==> src/verilog/serial_io_pkg.sv <==
// Package for the three-wire serial interface: register map, field layout,
// reset values, carrier structs and states. Assumes a 32-bit APB register bus.
package serial_io_pkg;

    localparam int           APB_DW          = 32;
    localparam int           APB_AW          = 32;
    localparam int           DATA_W          = 8;
    localparam int           BITS_PER_XFER   = 8;
    localparam int           CNT_W           = 4;

    // Register indices; byte address is four times the index
    localparam logic [31:0]  IDX_PORT_DIR    = 32'h0000FF21;
    localparam logic [31:0]  IDX_MODE        = 32'h0000FF80;
    localparam logic [31:0]  IDX_CLK_PHASE   = 32'h0000FF81;
    localparam logic [31:0]  IDX_TX_BUF      = 32'h0000FF82;
    localparam logic [31:0]  IDX_SHIFT       = 32'h0000FF83;
    localparam logic [31:0]  IDX_STATUS      = 32'h0000FF84;
    localparam logic [31:0]  ADDR_PORT_DIR   = IDX_PORT_DIR << 2;
    localparam logic [31:0]  ADDR_MODE       = IDX_MODE << 2;
    localparam logic [31:0]  ADDR_CLK_PHASE  = IDX_CLK_PHASE << 2;
    localparam logic [31:0]  ADDR_TX_BUF     = IDX_TX_BUF << 2;
    localparam logic [31:0]  ADDR_SHIFT      = IDX_SHIFT << 2;
    localparam logic [31:0]  ADDR_STATUS     = IDX_STATUS << 2;

    // Mode register fields
    localparam int           MODE_EN_BIT     = 7;
    localparam int           MODE_TRMD_BIT   = 6;
    localparam int           MODE_DIR_BIT    = 4;
    localparam int           MODE_BUSY_BIT   = 0;
    // Clock and phase register fields
    localparam int           CP_CKP_BIT      = 4;
    localparam int           CP_DAP_BIT      = 3;
    localparam int           CP_CKS_LSB      = 0;
    localparam logic [2:0]   CKS_SLAVE       = 3'h7;
    // Status register fields
    localparam int           STAT_DONE_BIT   = 0;
    // Port pins used by the serial lines
    localparam int           PIN_SCK         = 5;
    localparam int           PIN_SO          = 7;

    localparam logic [7:0]   PORT_DIR_RST    = 8'hFF;
    localparam logic [7:0]   TX_BUF_RST      = 8'h00;
    localparam logic [7:0]   SHIFT_RST       = 8'h00;
    // Master divider: fx / 2^(cks + DIV_EXP_BASE), half period in cycles
    localparam int           DIV_EXP_BASE    = 2;
    localparam int           DIV_CNT_W       = 8;

    typedef struct packed {
        logic en;
        logic trmd;
        logic dir;
    } mode_t;

    typedef struct packed {
        logic       ckp;
        logic       dap;
        logic [2:0] cks;
    } clk_cfg_t;

    localparam mode_t        MODE_RST        = '0;
    localparam clk_cfg_t     CLK_CFG_RST     = '0;

    typedef enum logic {ST_IDLE, ST_BUSY} xfer_state_t;

endpackage

==> src/verilog/sio_sync2.sv <==
// Two-flop synchroniser, one chain per bit. Inputs come from pins.
// Assumes the single system clock and active-low asynchronous reset.
module sio_sync2
    import serial_io_pkg::*;
#(
    parameter int W = 2
) (
    input  wire logic         i_clk,
    input  wire logic         i_rst_b,
    input  wire logic [W-1:0] i_async,
    output logic      [W-1:0] o_sync
);
    logic [W-1:0] meta_q;

    for (genvar g = 0; g < W; g++) begin : g_bit
        always_ff @(posedge i_clk or negedge i_rst_b) begin
            if (!i_rst_b) begin
                meta_q[g] <= 1'b0;
                o_sync[g] <= 1'b0;
            end else begin
                meta_q[g] <= i_async[g];
                o_sync[g] <= meta_q[g];
            end
        end
    end
endmodule

==> src/verilog/sio_clk_gen.sv <==
// Master serial clock generator: toggles every half period while running,
// otherwise rests at the idle level chosen by the polarity bit.
// Assumes the caller stops it at the end of a frame.
module sio_clk_gen
    import serial_io_pkg::*;
(
    input  wire logic       i_clk,
    input  wire logic       i_rst_b,
    input  wire logic       i_run,
    input  wire logic       i_ckp,
    input  wire logic [2:0] i_cks,
    output logic            o_sck
);
    logic [DIV_CNT_W-1:0] div_q;
    logic [DIV_CNT_W-1:0] half_m1;

    // Half period of fx/2^(cks+2) is 2^(cks+1) cycles
    assign half_m1 = DIV_CNT_W'((1 << (int'(i_cks) + DIV_EXP_BASE - 1)) - 1);

    always_ff @(posedge i_clk or negedge i_rst_b) begin
        if (!i_rst_b) begin
            div_q <= '0;
            o_sck <= 1'b1;
        end else if (!i_run) begin
            div_q <= '0;
            o_sck <= ~i_ckp;
        end else if (div_q == half_m1) begin
            div_q <= '0;
            o_sck <= ~o_sck;
        end else begin
            div_q <= div_q + 1'b1;
        end
    end
endmodule

==> src/verilog/serial_io_top.sv <==
// Three-wire clocked serial interface with APB register access.
// Assumes an APB master on I_SYS_CLK and pins from an outside partner.
// Behaviour
// - Enable low clears busy flag and shift register
// - Receive-only holds output low; else full duplex
// - Eight bits per transfer, MSB or LSB first
// - Buffer write starts transfer in transmit mode
// - Shift register read starts receive-only transfer
// - Busy flag sets when transfer starts
// - After eight bits: done flag set, busy clear
// - Busy flag bit ignores software writes
// - Codes 0-6: master, clock fx/2^2..2^8
// - Code 7: slave, follow external clock
// - Polarity and phase pick type; reset type 1
// - Phase 0: output lead edge, sample trail
// - Phase 0: later bits on lead edges
// - Phase 1: first bit at start, sample lead
// - Output holds last bit after transfer
// - Disabled output level per mode and phase
// - Reset clears mode and clock registers
// - Direction bits: 0 output, reset all ones
//
// Implementation choice: the APB interface to the registers.
module serial_io_top
    import serial_io_pkg::*;
(
    input  wire logic              I_SYS_CLK,
    input  wire logic              I_RST_B,
    input  wire logic              I_PSEL,
    input  wire logic              I_PENABLE,
    input  wire logic              I_PWRITE,
    input  wire logic [APB_AW-1:0] I_PADDR,
    input  wire logic [APB_DW-1:0] I_PWDATA,
    output logic      [APB_DW-1:0] O_PRDATA,
    output logic                   O_PREADY,
    output logic                   O_PSLVERR,
    input  wire logic              I_SCK,
    output logic                   O_SCK,
    output logic                   O_SCK_OE,
    input  wire logic              I_SI,
    output logic                   O_SO,
    output logic                   O_SO_OE,
    output logic      [7:0]        O_PORT_DIR
);
    mode_t              mode_q;
    clk_cfg_t           cfg_q;
    logic [7:0]         port_dir_q;
    logic [7:0]         tx_buf_q;
    logic [7:0]         shift_q;
    logic [CNT_W-1:0]   bit_cnt_q;
    xfer_state_t        state_q;
    logic               done_q;
    logic               so_latch_q;
    logic               so_out_q;
    logic               sck_prev_q;
    logic [1:0]         pins_sync;
    logic               gen_sck;
    logic               busy;
    logic               master;
    logic               setup_acc;
    logic               commit;
    logic               wr_commit;
    logic               rd_commit;
    logic               start_tx;
    logic               start_rx;
    logic               start;
    logic               sck_now;
    logic               ph_now;
    logic               ph_prev;
    logic               lead_edge;
    logic               trail_edge;
    logic               sample_edge;
    logic               out_edge;
    logic               last_trail;
    logic               si_bit;
    logic               mapped;
    logic [7:0]         rd_byte;
    logic [7:0]         shift_next;

    sio_sync2 #(.W(2)) u_sync (
        .i_clk   (I_SYS_CLK),
        .i_rst_b (I_RST_B),
        .i_async ({I_SI, I_SCK}),
        .o_sync  (pins_sync)
    );

    sio_clk_gen u_clk_gen (
        .i_clk   (I_SYS_CLK),
        .i_rst_b (I_RST_B),
        .i_run   (busy && master),
        .i_ckp   (cfg_q.ckp),
        .i_cks   (cfg_q.cks),
        .o_sck   (gen_sck)
    );

    assign busy   = (state_q == ST_BUSY);
    assign master = (cfg_q.cks != CKS_SLAVE);
    assign si_bit = pins_sync[1];

    // APB: first access cycle prepares data, second cycle completes
    assign setup_acc = I_PSEL && I_PENABLE && !O_PREADY;
    assign commit    = I_PSEL && I_PENABLE && O_PREADY;
    assign wr_commit = commit && I_PWRITE;
    assign rd_commit = commit && !I_PWRITE;

    assign start_tx = wr_commit && (I_PADDR == ADDR_TX_BUF)
                      && mode_q.en && mode_q.trmd && !busy;
    assign start_rx = rd_commit && (I_PADDR == ADDR_SHIFT)
                      && mode_q.en && !mode_q.trmd && !busy;
    assign start    = start_tx || start_rx;

    // Serial clock phase normalised so that 1 is the idle level
    assign sck_now    = master ? gen_sck : pins_sync[0];
    assign ph_now     = sck_now ^ cfg_q.ckp;
    assign ph_prev    = sck_prev_q ^ cfg_q.ckp;
    assign lead_edge  = busy && ph_prev && !ph_now;
    assign trail_edge = busy && !ph_prev && ph_now;
    assign sample_edge = cfg_q.dap ? lead_edge : trail_edge;
    assign out_edge    = cfg_q.dap ? trail_edge : lead_edge;
    assign last_trail  = trail_edge && (cfg_q.dap ? (bit_cnt_q == CNT_W'(BITS_PER_XFER))
                                                  : (bit_cnt_q == CNT_W'(BITS_PER_XFER - 1)));

    // Shift toward the first-bit end chosen by the order bit
    assign shift_next = mode_q.dir ? {si_bit, shift_q[7:1]}
                                   : {shift_q[6:0], si_bit};

    always_comb begin
        mapped  = 1'b1;
        rd_byte = 8'h00;
        unique case (I_PADDR)
            ADDR_PORT_DIR:  rd_byte = port_dir_q;
            ADDR_MODE: begin
                rd_byte[MODE_EN_BIT]   = mode_q.en;
                rd_byte[MODE_TRMD_BIT] = mode_q.trmd;
                rd_byte[MODE_DIR_BIT]  = mode_q.dir;
                rd_byte[MODE_BUSY_BIT] = busy;
            end
            ADDR_CLK_PHASE: begin
                rd_byte[CP_CKP_BIT]              = cfg_q.ckp;
                rd_byte[CP_DAP_BIT]              = cfg_q.dap;
                rd_byte[CP_CKS_LSB +: 3]         = cfg_q.cks;
            end
            ADDR_TX_BUF:    rd_byte = tx_buf_q;
            ADDR_SHIFT:     rd_byte = shift_q;
            ADDR_STATUS:    rd_byte[STAT_DONE_BIT] = done_q;
            default:        mapped = 1'b0;
        endcase
    end

    // APB answer
    always_ff @(posedge I_SYS_CLK or negedge I_RST_B) begin
        if (!I_RST_B) begin
            O_PREADY  <= 1'b0;
            O_PRDATA  <= '0;
            O_PSLVERR <= 1'b0;
        end else begin
            O_PREADY  <= setup_acc;
            O_PSLVERR <= setup_acc && !mapped;
            if (setup_acc) begin
                O_PRDATA <= {{(APB_DW - 8){1'b0}}, rd_byte};
            end
        end
    end

    // Control registers
    always_ff @(posedge I_SYS_CLK or negedge I_RST_B) begin
        if (!I_RST_B) begin
            mode_q     <= MODE_RST;
            cfg_q      <= CLK_CFG_RST;
            port_dir_q <= PORT_DIR_RST;
            tx_buf_q   <= TX_BUF_RST;
        end else if (wr_commit) begin
            unique case (I_PADDR)
                ADDR_PORT_DIR:  port_dir_q <= I_PWDATA[7:0];
                ADDR_MODE: begin
                    // Busy bit position is not stored
                    mode_q.en   <= I_PWDATA[MODE_EN_BIT];
                    mode_q.trmd <= I_PWDATA[MODE_TRMD_BIT];
                    mode_q.dir  <= I_PWDATA[MODE_DIR_BIT];
                end
                ADDR_CLK_PHASE: begin
                    cfg_q.ckp <= I_PWDATA[CP_CKP_BIT];
                    cfg_q.dap <= I_PWDATA[CP_DAP_BIT];
                    cfg_q.cks <= I_PWDATA[CP_CKS_LSB +: 3];
                end
                ADDR_TX_BUF:    tx_buf_q <= I_PWDATA[7:0];
                default: ;
            endcase
        end
    end

    always_ff @(posedge I_SYS_CLK or negedge I_RST_B) begin
        if (!I_RST_B) begin
            sck_prev_q <= 1'b1;
        end else begin
            sck_prev_q <= sck_now;
        end
    end

    // Transfer engine: state, bit count and shift register
    always_ff @(posedge I_SYS_CLK or negedge I_RST_B) begin
        if (!I_RST_B) begin
            state_q   <= ST_IDLE;
            bit_cnt_q <= '0;
            shift_q   <= SHIFT_RST;
        end else if (!mode_q.en) begin
            state_q   <= ST_IDLE;
            bit_cnt_q <= '0;
            shift_q   <= SHIFT_RST;
        end else if (start) begin
            state_q   <= ST_BUSY;
            bit_cnt_q <= '0;
            if (start_tx) begin
                shift_q <= I_PWDATA[7:0];
            end
        end else begin
            if (sample_edge) begin
                shift_q   <= shift_next;
                bit_cnt_q <= bit_cnt_q + 1'b1;
            end
            if (last_trail) begin
                state_q <= ST_IDLE;
            end
        end
    end

    // Sticky done flag, write one to clear; a new completion wins
    always_ff @(posedge I_SYS_CLK or negedge I_RST_B) begin
        if (!I_RST_B) begin
            done_q <= 1'b0;
        end else if (mode_q.en && last_trail) begin
            done_q <= 1'b1;
        end else if (wr_commit && (I_PADDR == ADDR_STATUS) && I_PWDATA[STAT_DONE_BIT]) begin
            done_q <= 1'b0;
        end
    end

    // Output latch for the serial data line
    always_ff @(posedge I_SYS_CLK or negedge I_RST_B) begin
        if (!I_RST_B) begin
            so_latch_q <= 1'b0;
        end else if (!mode_q.en) begin
            so_latch_q <= 1'b0;
        end else if (start && cfg_q.dap) begin
            // First bit at the access strobe; rx-only start is masked at the pin
            so_latch_q <= mode_q.dir ? tx_buf_q[0] : tx_buf_q[7];
            if (start_tx) begin
                so_latch_q <= mode_q.dir ? I_PWDATA[0] : I_PWDATA[7];
            end
        end else if (out_edge && !(cfg_q.dap && bit_cnt_q == CNT_W'(BITS_PER_XFER))) begin
            so_latch_q <= mode_q.dir ? shift_q[0] : shift_q[7];
        end
    end

    // Pin drivers; the latch keeps the last bit between transfers
    always_ff @(posedge I_SYS_CLK or negedge I_RST_B) begin
        if (!I_RST_B) begin
            so_out_q <= 1'b0;
            O_SCK_OE <= 1'b0;
            O_SO_OE  <= 1'b0;
        end else begin
            if (!mode_q.trmd) begin
                so_out_q <= 1'b0;
            end else if (!mode_q.en && cfg_q.dap) begin
                so_out_q <= mode_q.dir ? tx_buf_q[0] : tx_buf_q[7];
            end else begin
                so_out_q <= so_latch_q;
            end
            O_SCK_OE <= mode_q.en && master && !port_dir_q[PIN_SCK];
            O_SO_OE  <= mode_q.trmd && !port_dir_q[PIN_SO];
        end
    end

    assign O_SO       = so_out_q;
    assign O_SCK      = gen_sck;
    assign O_PORT_DIR = port_dir_q;
endmodule

==> config.mk <==
export PLATFORM = sky130hd
export DESIGN_NAME = serial_io_top
export DESIGN_NICKNAME = d
export VERILOG_FILES = /design/src/verilog/serial_io_pkg.sv /design/src/verilog/sio_sync2.sv /design/src/verilog/sio_clk_gen.sv /design/src/verilog/serial_io_top.sv
export SDC_FILE = /design/constraint.sdc
export NUM_CORES = 1
export LEC_CHECK = 0
export BUFFER_PORTS_ARGS = -buffer_cell sky130_fd_sc_hd__clkbuf_2
export CORE_MARGIN = 5
export CORE_UTILIZATION = 35
export DETAILED_ROUTE_END_ITERATION = 10
export GPL_TIMING_DRIVEN = 0
export PLACE_DENSITY_LB_ADDON = 0.15
export SYNTH_ARGS = -nofsm -noshare
export SYNTH_HDL_FRONTEND = slang
export SYNTH_SLANG_ARGS = --single-unit
==> constraint.sdc <==
create_clock -name I_SYS_CLK -period 9.3 [get_ports I_SYS_CLK]
set_input_delay 0.465 -clock I_SYS_CLK [delete_from_list [all_inputs] [get_ports I_SYS_CLK]]
set_output_delay 0.465 -clock I_SYS_CLK [all_outputs]
set_load 0.02 [all_outputs]
Word-level counts from Yosys, hierarchy flattened
Cells that the tools add are included.
{"block": "classes", "reduce_logical": 49, "shifts": 1, "bitwise": 4, "eq_ne": 15, "n_mux": 36, "n_addsub": 5}
{"op": "32-bit by 18-bit == test with 1-bit output (second input constant)", "count": 6}
{"op": "8-bit two-way mux", "count": 7}
{"op": "1-bit by 32-bit left shift with 8-bit output (first input constant)", "count": 1}
{"op": "32-bit by 2-bit subtractor with 32-bit output (second input constant)", "count": 1}
{"op": "1-bit logical AND", "count": 30}
{"op": "1-bit two-way mux", "count": 21}
{"op": "4-bit two-way mux", "count": 3}
{"op": "3-bit one-hot mux with 4 select lines", "count": 1}
{"op": "1-bit zero test", "count": 11}
{"op": "2-bit AND reduction", "count": 5}
{"op": "3-bit by 1-bit != test with 1-bit output (second input constant)", "count": 3}
{"op": "8-bit by 1-bit adder with 8-bit output (second input constant)", "count": 1}
{"op": "8-bit == test", "count": 1}
{"op": "2-bit one-hot mux with 4 select lines", "count": 1}
{"op": "8-bit by 2-bit subtractor with 8-bit output (second input constant)", "count": 1}
{"op": "3-bit != test (second input constant)", "count": 2}
{"op": "1-bit one-hot mux with 6 select lines", "count": 1}
{"op": "6-bit OR reduction", "count": 1}
{"op": "1-bit one-hot mux with 5 select lines", "count": 1}
{"op": "3-bit by 2-bit adder with 4-bit output (second input constant)", "count": 1}
{"op": "4-bit by 1-bit adder with 4-bit output (second input constant)", "count": 1}
{"op": "4-bit by 3-bit == test with 1-bit output (second input constant)", "count": 1}
{"op": "4-bit == test (second input constant)", "count": 1}
{"op": "1-bit one-hot mux with 3 select lines", "count": 1}
{"op": "5 further kinds", "count": 7}
{"block": "word_totals", "inputBits": 71, "register_bits": 66, "output_inout_bits": 46, "wordCells": 136}

Longest topological paths before layout
{"block": "depth", "depth_word": 11, "mapped_depth": 12}

By module
From an unflattened synthesis, not the netlist that was laid out.
{"block": "unflattened", "hier_cells": 388, "area_unflattened_um2": 3893.7}
{"module": "serial_io_top", "cells_each": 314, "instances": 1, "area_per_inst_um2": 3173.0, "seq_area_each_um2": 1337.5}
{"module": "sio_clk_gen", "cells_each": 70, "instances": 1, "area_per_inst_um2": 620.6, "seq_area_each_um2": 226.5}
{"module": "sio_sync2", "cells_each": 4, "instances": 1, "area_per_inst_um2": 100.1, "seq_area_each_um2": 100.1}

Worst setup path before layout
Ideal clock, no wire load.
{"block": "synth_path", "path_type": "register to register", "start": "register cfg_q[2] in the netlist's numbering", "end": "register u_clk_gen.div_q[1]", "period_less_slack_ns": 3.043, "slack_ns": 6.257, "path_stages_with_launch": 12, "path_buffers": 1, "setup_ns": 0.143, "t_arrival_ns": 2.900, "required_ns": 9.157, "cell_sequence": "dfrtp_1 > ha_1 > nor2b_1 > ha_1 > clkbuf_1 > nand3_1 > ha_1 > xnor2_1 > nor4_1 > nand4_1 > a2111oi_4 > nor3b_1"}
{"block": "synth_via", "elab_chain_len": 7}
{"element": "from (decl)", "line": "serial_io_top.sv:46", "rtl": "clk_cfg_t cfg_q;"}
{"element": "3-bit by 2-bit adder with 4-bit output", "line": "sio_clk_gen.sv:18", "rtl": "assign half_m1 = DIV_CNT_W'((1 << (int'(i_cks) + DIV_EXP_BASE - 1)) - 1);"}
{"element": "32-bit by 2-bit subtractor with 32-bit output", "line": "sio_clk_gen.sv:18"}
{"element": "1-bit by 32-bit left shift with 8-bit output", "line": "sio_clk_gen.sv:18"}
{"element": "8-bit by 2-bit subtractor with 8-bit output", "line": "sio_clk_gen.sv:18"}
{"element": "8-bit == test", "line": "sio_clk_gen.sv:27", "rtl": "end else if (div_q == half_m1) begin"}
{"element": "8-bit two-way mux", "line": "sio_clk_gen.sv:27"}
{"element": "8-bit two-way mux (*)", "line": "sio_clk_gen.sv:24", "rtl": "end else if (!i_run) begin"}
{"element": "to (signal assigned)", "line": "sio_clk_gen.sv:31", "rtl": "div_q <= div_q + 1'b1;"}
{"element": "to (decl)", "line": "sio_clk_gen.sv:14", "rtl": "logic [DIV_CNT_W-1:0] div_q;"}
Every way passes the cells marked *; elsewhere a longest branch is shown, timed or not.
A chain may end at the register's enable or synchronous reset.

Final worst setup path
Ends and elaborated chain as after synthesis.

==> results.sh <==
export IMPL_outcome="finished, final reports clean"
export IMPL_syn_avg_cell_area_um2=10.3
export IMPL_cp_arrival_ps=3740
export IMPL_portBuffers=67
export IMPL_die_height_um=120
export IMPL_detail_route_antenna_nets=0
export IMPL_crit_path_end_kind="flop"
export IMPL_cts_resized_gates=0
export IMPL_finalNonFillerCells=664
export IMPL_finalSetupViolations=0
export IMPL_rows=40
export IMPL_ff_latch_area_um2=1660
export IMPL_netlist_area_um2=4230
export IMPL_cts_max_path_buffers=2
export IMPL_cts_sinks=66
export IMPL_synth_top_area_frac=0.331
export IMPL_slew_viol_final=0
export IMPL_drt_iter0_markers=215
export IMPL_period_needed_ps=3540
export IMPL_final_nets=595
export IMPL_multi_input_area_um2=2330
export IMPL_worst_slew_pin_transition_ps=714
export IMPL_synth_main_ff_cell="dfrtp_1"
export IMPL_path_clk_slew_ps=50
export IMPL_grt_max_degree=48
export IMPL_die_x_um=120
export IMPL_rr_startpoint="cfg_q[2]"
export IMPL_clk_latency_ps=340
export IMPL_reg2regPathDepth=12
export IMPL_drc=0
export IMPL_cts_made_buffers=9
export IMPL_vias_per_cell=5.10
export IMPL_cts_root_buf="clkbuf_16"
export IMPL_fp_coreArea_um2=11900
export IMPL_drt_pass1_iterations=4
export IMPL_dp_cells=648
export IMPL_peakVddDrop_mv=0.144
export IMPL_hold_violations=0
export IMPL_slew_headroom=0.521
export IMPL_reg2reg_slack_ps=5760
export IMPL_fin_skew_ps=7.80
export IMPL_postCtsSetupRepairBufs=0
export IMPL_required_ps=9500
export IMPL_synthCells=410
export IMPL_die_area_um2=14400
export IMPL_synth_top_cell_by_area="dfrtp_1"
export IMPL_leakage_uw=0.00239
export IMPL_grt_overflow_total=0
export IMPL_rsz0062_at_grt="false"
export IMPL_powerDensity_nw_per_um2=134
export IMPL_n_antenna_cell=0
export IMPL_fin_crit_sh=0.381
export IMPL_synth_edf_count=0
export IMPL_ys_warn_count=0
export IMPL_vias=3386
export IMPL_gp_congestion=0.841
export IMPL_cts_hold_buf=0
export IMPL_dpl_instance_area_um2=4870
export IMPL_regToRegEndpoint="u_clk_gen.div_q[1]"
export IMPL_ioPinCount=117
export IMPL_start_util=0.355
export IMPL_yosysUniqueCellTypes=67
export IMPL_area_growth_pct=22.1
export IMPL_final_area_um2=5160
export IMPL_cts_tree="yes"
export IMPL_grtUsageTotal=0.160
export IMPL_drive_gt1_frac=0.356
export IMPL_maxCapViolations=0
export IMPL_synth_seq_area_share=0.393
export IMPL_detailed_place_hpwl_um=8420
export IMPL_antenna_found_initial=0
export IMPL_cts_max_level=3
export IMPL_startpoint_type="flop"
export IMPL_fmax_ghz=0.282
export IMPL_tns_ps=0
export IMPL_synthArstFlopShare=1.00
export IMPL_critPathKind="reg2reg"
export IMPL_crit_fanout=10
export IMPL_synthTopCellsByArea="dfrtp_1, mux2_2, dfstp_2"
export IMPL_synth_most_common_cell="dfrtp_1"
export IMPL_grt_pass1_wl_um=18100
export IMPL_drt_total_wl_um=10900
export IMPL_synth_seq_cells=66
export IMPL_grt_pass1_vias=3436
export IMPL_wl_per_cell_um=16.5
export IMPL_min_path_type="in2async"
export IMPL_fillers=1195
export IMPL_synth_commonest_cells="dfrtp_1, mux2_2, buf_4"
==> registers in the layout, summed over array words and instances, names as in the netlist, 3 cells and up <==
signal / flops
shift_q: 8
tx_buf_q: 8
O_PORT_DIR: 8
u_clk_gen.div_q: 8
mode_q: 3
cfg_q: 5
bit_cnt_q: 4
O_PRDATA: 8
==> cells in the final DEF (no fill, tap or decap), types with 13 or more instances in the layout <==
cell,synthesis,layout
mux2_2,39,39
nor3_1,17,17
nor2_1,24,24
inv_1,18,18
buf_4,25,25
dfrtp_1,56,56
nand3_1,16,16
mux2i_1,16,16
conb_1,1,24
clkbuf_2,0,66
nand2_1,23,23
a21oi_1,13,13
==> worst max-delay path, stage by stage, from the launching register on <==
cell and delay [ps]:
dfrtp_1 490, ha_1 250, nor2b_1 130, ha_1 320, clkbuf_1 350, nand3_1 190
ha_1 310, inv_1 160, nor3_1 70, nor4_1 190, nand4_1 240, a2111oi_4 570
nor3b_1 110
==> cell families (layout without fill, tap and decap cells) <==
family	count (synthesis)	after routing	share of synthesized area
buffers and inverters	57	141	0.0769
flip-flops	66	66	0.393
AO/OA/AOI/OAI	65	65	0.119
AND/OR/NAND/NOR	139	139	0.200
multiplexers	55	55	0.142
adder cells (fa/ha/maj)	12	12	0.0355
XOR/XNOR	15	15	0.0328
other	1	24	0.000886
==> through the flow <==
stage	hold WS, ps	setup WS [ps]	util	power [µW]
detailed placement	337	5690	0.409	359
CTS	45.2	5710	0.434	706
floorplan	169	6260	-	331
global route	59.4	5350	0.434	723
finish	44.7	5760	0.434	694
global placement	336	5790	0.406	356
==> where the power goes <==
part / internal, µW / total [µW] / switching [µW]
clock network: 222 / 340 / 119
registers: 292 / 295 / 2.32
logic: 22.9 / 58.8 / 35.9
total: 537 / 694 / 157
==> routing by layer <==
metal,up-vias,GRT usage,wire length [µm],share of wire
li1,1661,-,-,-
met1,1627,0.212,5080,0.46
met2,85,0.256,5180,0.47
met3,13,0.0386,504,0.046
met4,0,0.0537,178,0.016
met5,-,0,0,0
==> how the worst max path moves through the flow <==
stage | startpoint | endpoint | slack, ps | cells after the start
finish | cfg_q[2] | u_clk_gen.div_q[1] | 5760 | 12
global route | cfg_q[2] | u_clk_gen.div_q[4] | 5350 | 12
floorplan | cfg_q[2] | u_clk_gen.div_q[1] | 6260 | 11
detailed placement | cfg_q[2] | u_clk_gen.div_q[1] | 5690 | 12
global placement | cfg_q[2] | u_clk_gen.div_q[1] | 5790 | 11
CTS | cfg_q[2] | u_clk_gen.div_q[1] | 5710 | 12
==> area by class of cell <==
class | instances | share of cell area
flip-flops and latches | 66 | 0.322
plain buffers | 39 | 0.0499
clock inverters | 2 | 0.00678
multi-input cells | 310 | 0.451
repair buffers | 68 | 0.0707
well taps | 147 | 0.0356
inverters | 18 | 0.0131
clock buffers | 14 | 0.0511
No activity file was read; power rests on OpenSTA's default activity.
